[src/shared/xtw_pkg.sv]
// package: register map, field positions, reset values and counts of the timer/watchdog
package xtw_pkg;
  // register window: base high byte and offsets
  localparam logic [7:0] BASE_HI = 8'h1f;
  localparam logic [7:0] OFF_CFG = 8'h01;
  localparam logic [7:0] OFF_PSEL = 8'h02;
  localparam logic [7:0] OFF_TCNT_HI = 8'h03;
  localparam logic [7:0] OFF_TCNT_LO = 8'h04;
  localparam logic [7:0] OFF_CTRL = 8'h05;
  localparam logic [7:0] OFF_WCNT_LO = 8'h06;
  localparam logic [7:0] OFF_KEY = 8'h07;
  localparam logic [7:0] OFF_SCRATCH = 8'h08;
  localparam logic [7:0] OFF_WCNT_HI = 8'h09;
  localparam logic [7:0] OFF_CHIPREV = 8'h10;

  // configuration field positions
  localparam int CFG_STOP_MODE = 6;
  localparam int CFG_KEY_EN = 5;
  localparam int CFG_WDOG_SRC = 4;
  localparam int CFG_WCNT_LOCK = 3;
  localparam int CFG_TCNT_LOCK = 2;
  localparam int CFG_PSEL_LOCK = 1;
  localparam int CFG_SELF_LOCK = 0;
  localparam logic [7:0] CFG_LOCK_MASK = 8'h0f;
  localparam logic [7:0] CFG_WR_MASK = 8'h7f;

  // control field positions
  localparam int CTRL_RESTART = 0;
  localparam int CTRL_TC = 1;

  // values after reset
  localparam logic [7:0] RST_CFG = 8'h00;
  localparam logic [1:0] RST_PSEL = 2'h0;
  localparam logic [7:0] RST_TCNT_HI = 8'hff;
  localparam logic [7:0] RST_TCNT_LO = 8'hff;
  localparam logic [7:0] RST_WCNT_HI = 8'h00;
  localparam logic [7:0] RST_WCNT_LO = 8'h0f;

  // prescaler selects and divider terminal counts (rtc ticks)
  localparam logic [1:0] PS_32K = 2'h0;
  localparam logic [1:0] PS_1K = 2'h1;
  localparam logic [1:0] PS_32HZ = 2'h2;
  localparam logic [4:0] DIV_1K_LAST = 5'h1f;
  localparam logic [9:0] DIV_32HZ_LAST = 10'h3ff;

  // watchdog key value
  localparam logic [7:0] WDOG_KEY = 8'h5c;
endpackage : xtw_pkg

[src/design/xtw_timer_wdog.sv]
// file: low-power periodic timer and watchdog with their register window
`timescale 1ns/1ps
module xtw_timer_wdog (
  input wire logic mclk_i,
  input wire logic rst_n_i,
  input wire logic rtc_tick_i,
  input wire logic mem_cycle_i,
  input wire logic [15:0] reg_addr_i,
  input wire logic reg_wr_i,
  input wire logic reg_rd_i,
  input wire logic [7:0] reg_wdata_i,
  output logic [7:0] reg_rdata_o,
  output logic timer_irq_o,
  output logic wdog_rst_o
);
  logic [7:0] cfg_q;
  logic [1:0] psel_q;
  logic [7:0] tcnt_hi_q;
  logic [7:0] tcnt_lo_q;
  logic [7:0] wcnt_hi_q;
  logic [7:0] wcnt_lo_q;
  logic tmr_run_q;
  logic wdg_run_q;
  logic tc_q;
  logic [9:0] div_q;
  logic [7:0] rdata_q;
  logic irq_q;
  logic wrst_q;
  logic hit;
  logic [7:0] off;
  logic wr_cfg;
  logic wr_psel;
  logic wr_thi;
  logic wr_tlo;
  logic wr_ctl;
  logic wr_whi;
  logic wr_wlo;
  logic wr_key;
  logic rd_ctl;
  logic key_ok;
  logic key_bad;
  logic tick_ps;
  logic w_tick;
  logic t_load;
  logic w_load;
  logic [15:0] t_reload;
  logic [15:0] w_reload;
  logic [15:0] t_count;
  logic [15:0] w_count;
  logic tmr_exp;
  logic wdg_exp;

  // address decode inside the controller register window
  assign hit = (reg_addr_i[15:8] == xtw_pkg::BASE_HI);
  assign off = reg_addr_i[7:0];
  assign wr_cfg = reg_wr_i && hit && (off == xtw_pkg::OFF_CFG)
                  && !cfg_q[xtw_pkg::CFG_SELF_LOCK];
  assign wr_psel = reg_wr_i && hit && (off == xtw_pkg::OFF_PSEL)
                   && !cfg_q[xtw_pkg::CFG_PSEL_LOCK];
  assign wr_thi = reg_wr_i && hit && (off == xtw_pkg::OFF_TCNT_HI)
                  && !cfg_q[xtw_pkg::CFG_TCNT_LOCK];
  assign wr_tlo = reg_wr_i && hit && (off == xtw_pkg::OFF_TCNT_LO)
                  && !cfg_q[xtw_pkg::CFG_TCNT_LOCK];
  assign wr_whi = reg_wr_i && hit && (off == xtw_pkg::OFF_WCNT_HI)
                  && !cfg_q[xtw_pkg::CFG_WCNT_LOCK];
  assign wr_wlo = reg_wr_i && hit && (off == xtw_pkg::OFF_WCNT_LO)
                  && !cfg_q[xtw_pkg::CFG_WCNT_LOCK];
  assign wr_ctl = reg_wr_i && hit && (off == xtw_pkg::OFF_CTRL);
  assign wr_key = reg_wr_i && hit && (off == xtw_pkg::OFF_KEY)
                  && cfg_q[xtw_pkg::CFG_KEY_EN];
  assign rd_ctl = reg_rd_i && hit && (off == xtw_pkg::OFF_CTRL);
  assign key_ok = wr_key && (reg_wdata_i == xtw_pkg::WDOG_KEY);
  assign key_bad = wr_key && (reg_wdata_i != xtw_pkg::WDOG_KEY);

  // configuration: lock bits only ever set, reserved bit stays zero
  always_ff @(posedge mclk_i or negedge rst_n_i)
  begin
    if (!rst_n_i)
    begin
      cfg_q <= xtw_pkg::RST_CFG;
    end
    else if (wr_cfg)
    begin
      cfg_q <= (reg_wdata_i & xtw_pkg::CFG_WR_MASK)
               | (cfg_q & xtw_pkg::CFG_LOCK_MASK);
    end
  end

  // prescaler select and count bytes
  always_ff @(posedge mclk_i or negedge rst_n_i)
  begin
    if (!rst_n_i)
    begin
      psel_q <= xtw_pkg::RST_PSEL;
      tcnt_hi_q <= xtw_pkg::RST_TCNT_HI;
      tcnt_lo_q <= xtw_pkg::RST_TCNT_LO;
      wcnt_hi_q <= xtw_pkg::RST_WCNT_HI;
      wcnt_lo_q <= xtw_pkg::RST_WCNT_LO;
    end
    else
    begin
      if (wr_psel)
        psel_q <= reg_wdata_i[1:0];
      if (wr_thi)
        tcnt_hi_q <= reg_wdata_i;
      if (wr_tlo)
        tcnt_lo_q <= reg_wdata_i;
      if (wr_whi)
        wcnt_hi_q <= reg_wdata_i;
      if (wr_wlo)
        wcnt_lo_q <= reg_wdata_i;
    end
  end

  // run flags: set by the starting write, held until reset
  always_ff @(posedge mclk_i or negedge rst_n_i)
  begin
    if (!rst_n_i)
    begin
      tmr_run_q <= 1'b0;
      wdg_run_q <= 1'b0;
    end
    else
    begin
      if (wr_tlo)
        tmr_run_q <= 1'b1;
      if (wr_wlo && tmr_run_q)
        wdg_run_q <= 1'b1;
    end
  end

  // rtc divider, frozen until the timer has been started
  always_ff @(posedge mclk_i or negedge rst_n_i)
  begin
    if (!rst_n_i)
    begin
      div_q <= 10'h000;
    end
    else if (tmr_run_q && rtc_tick_i)
    begin
      div_q <= div_q + 10'h001;
    end
  end

  // prescaled tick selection, reserved code gives no tick
  always_comb
  begin
    tick_ps = 1'b0;
    if (tmr_run_q && rtc_tick_i)
    begin
      unique case (psel_q)
        xtw_pkg::PS_32K: tick_ps = 1'b1;
        xtw_pkg::PS_1K: tick_ps = (div_q[4:0] == xtw_pkg::DIV_1K_LAST);
        xtw_pkg::PS_32HZ: tick_ps = (div_q == xtw_pkg::DIV_32HZ_LAST);
        default: tick_ps = 1'b0;
      endcase
    end
  end

  // timer restart sources and reload value
  assign t_load = wr_tlo || (wr_ctl && tmr_run_q && reg_wdata_i[xtw_pkg::CTRL_RESTART]);
  assign t_reload = wr_tlo ? {tcnt_hi_q, reg_wdata_i}
                  : {(wr_thi ? reg_wdata_i : tcnt_hi_q), tcnt_lo_q};

  // watchdog clock source and stop-mode pause; no power-state gating
  assign w_tick = (cfg_q[xtw_pkg::CFG_WDOG_SRC] ? tick_ps : tmr_exp)
                  && !(cfg_q[xtw_pkg::CFG_STOP_MODE] && mem_cycle_i);
  assign w_load = (wr_wlo && tmr_run_q) || (key_ok && wdg_run_q);
  assign w_reload = wr_wlo ? {wcnt_hi_q, reg_wdata_i} : {wcnt_hi_q, wcnt_lo_q};

  // periodic timer counter
  xtw_cnt16 #(
    .RST_VAL({xtw_pkg::RST_TCNT_HI, xtw_pkg::RST_TCNT_LO})
  ) u_timer (
    .mclk_i(mclk_i),
    .rst_n_i(rst_n_i),
    .run_i(tmr_run_q),
    .load_i(t_load),
    .tick_i(tick_ps),
    .reload_i(t_reload),
    .count_o(t_count),
    .expire_o(tmr_exp)
  );

  // watchdog counter
  xtw_cnt16 #(
    .RST_VAL({xtw_pkg::RST_WCNT_HI, xtw_pkg::RST_WCNT_LO})
  ) u_wdog (
    .mclk_i(mclk_i),
    .rst_n_i(rst_n_i),
    .run_i(wdg_run_q),
    .load_i(w_load),
    .tick_i(w_tick),
    .reload_i(w_reload),
    .count_o(w_count),
    .expire_o(wdg_exp)
  );

  // terminal count flag: a new expiry wins over the clearing read
  always_ff @(posedge mclk_i or negedge rst_n_i)
  begin
    if (!rst_n_i)
    begin
      tc_q <= 1'b0;
    end
    else if (tmr_exp)
    begin
      tc_q <= 1'b1;
    end
    else if (rd_ctl)
    begin
      tc_q <= 1'b0;
    end
  end

  // interrupt and watchdog reset pulses
  always_ff @(posedge mclk_i or negedge rst_n_i)
  begin
    if (!rst_n_i)
    begin
      irq_q <= 1'b0;
      wrst_q <= 1'b0;
    end
    else
    begin
      irq_q <= tmr_exp;
      wrst_q <= wdg_exp || key_bad;
    end
  end

  // registered read data; restart bit, key and unmapped read zero
  always_ff @(posedge mclk_i or negedge rst_n_i)
  begin
    if (!rst_n_i)
    begin
      rdata_q <= 8'h00;
    end
    else if (reg_rd_i)
    begin
      rdata_q <= 8'h00;
      if (hit)
      begin
        unique case (off)
          xtw_pkg::OFF_CFG: rdata_q <= cfg_q;
          xtw_pkg::OFF_PSEL: rdata_q <= {6'h00, psel_q};
          xtw_pkg::OFF_TCNT_HI: rdata_q <= tcnt_hi_q;
          xtw_pkg::OFF_TCNT_LO: rdata_q <= tcnt_lo_q;
          xtw_pkg::OFF_CTRL: rdata_q <= {6'h00, tc_q, 1'b0};
          xtw_pkg::OFF_WCNT_LO: rdata_q <= wcnt_lo_q;
          xtw_pkg::OFF_WCNT_HI: rdata_q <= wcnt_hi_q;
          default: rdata_q <= 8'h00;
        endcase
      end
    end
  end

  assign reg_rdata_o = rdata_q;
  assign timer_irq_o = irq_q;
  assign wdog_rst_o = wrst_q;
endmodule // xtw_timer_wdog

[src/design/xtw_cnt16.sv]
// file: 16-bit reloading down counter shared by the timer and the watchdog
`timescale 1ns/1ps
module xtw_cnt16 #(
  parameter logic [15:0] RST_VAL = 16'hffff
) (
  input wire logic mclk_i,
  input wire logic rst_n_i,
  input wire logic run_i,
  input wire logic load_i,
  input wire logic tick_i,
  input wire logic [15:0] reload_i,
  output logic [15:0] count_o,
  output logic expire_o
);
  logic [15:0] count_q;

  // reaching zero on a tick ends the period
  assign expire_o = run_i && tick_i && !load_i && (count_q <= 16'h0001);
  assign count_o = count_q;

  // count down, reload on restart or on reaching zero
  always_ff @(posedge mclk_i or negedge rst_n_i)
  begin
    if (!rst_n_i)
    begin
      count_q <= RST_VAL;
    end
    else if (load_i || expire_o)
    begin
      count_q <= reload_i;
    end
    else if (run_i && tick_i)
    begin
      count_q <= count_q - 16'h0001;
    end
  end
endmodule // xtw_cnt16

[config.mk]
export PLATFORM = sky130hd
export DESIGN_NAME = xtw_timer_wdog
export DESIGN_NICKNAME = d
export VERILOG_FILES = /design/src/shared/xtw_pkg.sv /design/src/design/xtw_timer_wdog.sv /design/src/design/xtw_cnt16.sv
export SDC_FILE = /design/constraint.sdc
export NUM_CORES = 1
export LEC_CHECK = 0
export ABC_AREA = 1
export BUFFER_PORTS_ARGS = -buffer_cell sky130_fd_sc_hd__buf_2
export CAP_MARGIN = 10
export CORE_MARGIN = 2
export CORE_UTILIZATION = 35
export CTS_CLUSTER_SIZE = 10
export DETAILED_ROUTE_END_ITERATION = 7
export GPL_TIMING_DRIVEN = 0
export PLACE_DENSITY = 0.52
export SLEW_MARGIN = 20
export SYNTH_ARGS = -nofsm -noshare
export SYNTH_HDL_FRONTEND = slang
export SYNTH_SLANG_ARGS = --single-unit
[constraint.sdc]
create_clock -name mclk_i -period 6.2 [get_ports mclk_i]
set_clock_uncertainty 0.05 [all_clocks]
set_input_delay 0.31 -clock mclk_i [delete_from_list [all_inputs] [get_ports mclk_i]]
set_output_delay 0.31 -clock mclk_i [all_outputs]
set_load 0.05 [all_outputs]
==> flow_metrics.py <==
metrics = {
    "status": {
        "status": "complete, no violations",
    },
    "pwr": {
        "clkPwrFrac": 0.460,
        "sw_frac_of_total": 0.219,
        "p_leak_nw": 3.24,
        "p_switching_mw": 0.274,
        "power_frac_seq": 0.502,
        "ir_drop_v": 0.000120,
        "finalPower_mw": 1.25,
        "power_frac_comb": 0.038,
        "powerDensity_mw_per_mm2": 195,
        "internal_power_mw": 0.976,
    },
    "final_layout": {
        "fillers": 1694,
        "layout-drive-gt1-share": 0.173,
        "final_common_cell": "nand2_1",
        "final_nets": 829,
        "final_cell_mix": "172 x nand2_1, 118 x inv_1, 71 x nor2_1",
        "area_growth_pct": 14.4,
        "diodes": 0,
        "ff_latch_area_mm2": 0.00245,
        "multi_input_area_mm2": 0.00261,
        "fin_cells": 1014,
    },
    "drt": {
        "route.vias.total": 4909,
        "drc": 0,
        "wire_per_inst_um": 15.0,
        "viasPerCell": 4.84,
        "drt_iter0_markers": 441,
        "firstDrtPassIters": 5,
        "wl_um": 15200,
        "ant_nets": 0,
    },
    "setup_path": {
        "crit_arrival_ns": 2.58,
        "rr_worst_depth": 12,
        "r2r_slack_ns": 3.86,
        "setup.worst_path.end_class": "flip-flop",
        "crit_type": "reg -> reg",
        "path_max_fanout": 10,
        "cp-startpoint": "div_q[0]$_DFFE_PN0P_",
        "worstReg2RegStart": "div_q[0]$_DFFE_PN0P_",
        "worstPathRequired_ns": 6.43,
        "reg2reg_to": "u_timer.count_o[13]$_DFFE_PN1P_",
        "critPathLaunchType": "flip-flop",
    },
    "clock_tree": {
        "cts_setup_buffers": 0,
        "clock_path_buffers": 2,
        "clockRootBuffer": "clkbuf_16",
        "cts.clk_slew.worst_paths_ns": 0.07,
        "cts_tree": "yes",
        "clock_latency_ns": 0.35,
        "cts.sink_count": 96,
        "cts-htree-levels": 3,
        "cts_buffers": 9,
    },
    "timing": {
        "setup_viol": 0,
        "slew_viol_final": 0,
        "fmax_ghz": 0.427,
        "tightest_slew_ns": 0.702,
        "rsz0062_at_grt": "no",
        "min_period_over_period": 0.378,
        "tns_ns": 0,
        "final-hold-violation-count": 0,
        "slew_headroom": 0.527,
        "finalCriticalPeriod_ns": 2.34,
        "hold-worst-slack_ns": 0.161,
    },
    "die": {
        "die_x_um": 131,
        "dieArea_mm2": 0.0171,
        "pin_count": 40,
        "fp.dieH_um": 131,
        "rows": 46,
        "core_mm2": 0.0158,
        "floorplan.initialDensity": 0.356,
    },
    "grt": {
        "antenna_found_initial": 0,
        "grt_pass1_wl_um": 24700,
        "grt_pass1_vias": 4686,
        "grt-ovfl-total": 0,
        "gr-usage-all-layers": 0.191,
        "grt_max_degree": 64,
    },
    "hold_path": {
        "hold_end": "reg_rdata_o[1]$_DFFE_PN0P_",
        "hold_class": "in -> reg",
        "whs_path_depth": 3,
        "min_from": "reg_rd_i",
    },
    "flow_run": {
        "drv_cap": 0,
    },
    "logic_synthesis": {
        "synth.distinct_cells": 45,
        "ys_warn_count": 0,
        "synthesis.area_mm2": 0.00561,
        "async_flop_share": 1.00,
        "netlist_instances": 741,
        "seq_area_frac_synth": 0.437,
        "syn_nets": 777,
        "syn-mean-instance-area_um2": 7.57,
        "synth_seq_cells": 96,
        "synth_ff_type": "dfrtp_1",
        "synth_edf_count": 0,
    },
    "place": {
        "gp_congestion": 0.986,
        "port_buffers": 39,
        "hpwl_um": 11800,
        "place_inst": 997,
    },
}
-- flip-flops by register name (all words and copies together) (netlist names), 2 cells and up --
register and flops:
tcnt_lo_q 8, u_timer.count_o 16, wcnt_hi_q 8, reg_rdata_o 8, div_q 10, tcnt_hi_q 8
psel_q 2, cfg_q 7, wcnt_lo_q 8, u_wdog.count_o 16
-- power groups by stage --
stage	logic, mW	clock network [mW]	registers [mW]
CTS	0.0493	0.594	0.627
finish	0.0480	0.575	0.628
floorplan	0.0119	0	0.638
global route	0.0541	0.618	0.627
global placement	0.0450	0	0.638
detailed placement	0.0485	0	0.638
-- worst max path at each step --
stage                                            endpoint  cells after the start
final                     u_timer.count_o[13]$_DFFE_PN1P_                     12
after floorplan            u_timer.count_o[4]$_DFFE_PN1P_                     12
after CTS                 u_timer.count_o[13]$_DFFE_PN1P_                     12
after detailed placement  u_timer.count_o[13]$_DFFE_PN1P_                     12
after global placement     u_wdog.count_o[10]$_DFFE_PN0P_                      1
after global routing       u_timer.count_o[4]$_DFFE_PN1P_                     12
-- cell families after synthesis --
logic type / synth area share
simple gates: 0.277
xor+xnor: 0.0484
compound gates: 0.127
fa+ha+maj: 0.0134
buf+inv: 0.0977
flops: 0.437
-- layer usage --
layer  share of wire  track usage  vias up
met5               0            0        -
met4           0.026       0.0776        0
met3           0.053       0.0309       23
met2            0.42        0.274      130
met1            0.50        0.285     2287
li1                -            -     2469
-- cells in the mapped netlist, drive strengths merged (2+ instances only) --
cell / number / area [µm²]
nor4: 2 / 18.8
nand3: 61 / 315
nand2: 181 / 712
ha: 6 / 75.1
buf: 9 / 62.6
inv: 124 / 465
dfstp: 40 / 1050
o211ai: 8 / 60.1
xnor2: 12 / 105
clkinv: 3 / 16.3
a211oi: 6 / 45.0
dfrtp: 56 / 1400
nand4: 7 / 43.8
o21bai: 4 / 37.5
a21oi: 29 / 153
nor2: 80 / 333
o21ai: 55 / 290
xor2: 19 / 166
nand3b: 4 / 42.5
or2: 2 / 12.5
nor3: 13 / 76.3
o22ai: 15 / 93.8
-- metrics by stage --
step           cell area (µm²)  setup WS, ns  utilization
4_1_cts                   6420          3.85        0.407
3_5_place_dp              6110          3.85        0.387
6_report                  6420          3.86        0.407
5_1_grt                   6420          3.58        0.407
3_3_place_gp              6080          3.73        0.385
2_1_floorplan             5610          4.24            -
-- layout make-up --
type | instances | share of cell area
well taps | 216 | 0.0421
clock buffers | 14 | 0.0411
multi-input cells | 508 | 0.407
flip-flops and latches | 96 | 0.382
repair buffers | 41 | 0.0372
clock inverters | 2 | 0.00584
plain buffers | 10 | 0.0103
inverters | 127 | 0.0750
-- worst max-delay path, stage by stage, from the launching register on --
cell and delay, ns:
dfrtp_1 0.41, ha_1 0.23, nand3_1 0.11, inv_1 0.06
ha_1 0.17, o211ai_1 0.16, nand2_1 0.15, inv_1 0.23
nand2_1 0.12, inv_1 0.11, buf_2 0.25, a21oi_1 0.08
a21oi_1 0.14
-- timing repair --
action / 4_1_cts / 5_1_grt
hold endpoints to repair: 11 / 0
gates resized for setup: 0 / 0
hold buffers: 1 / 0
Power figures use the tool's default switching activity.
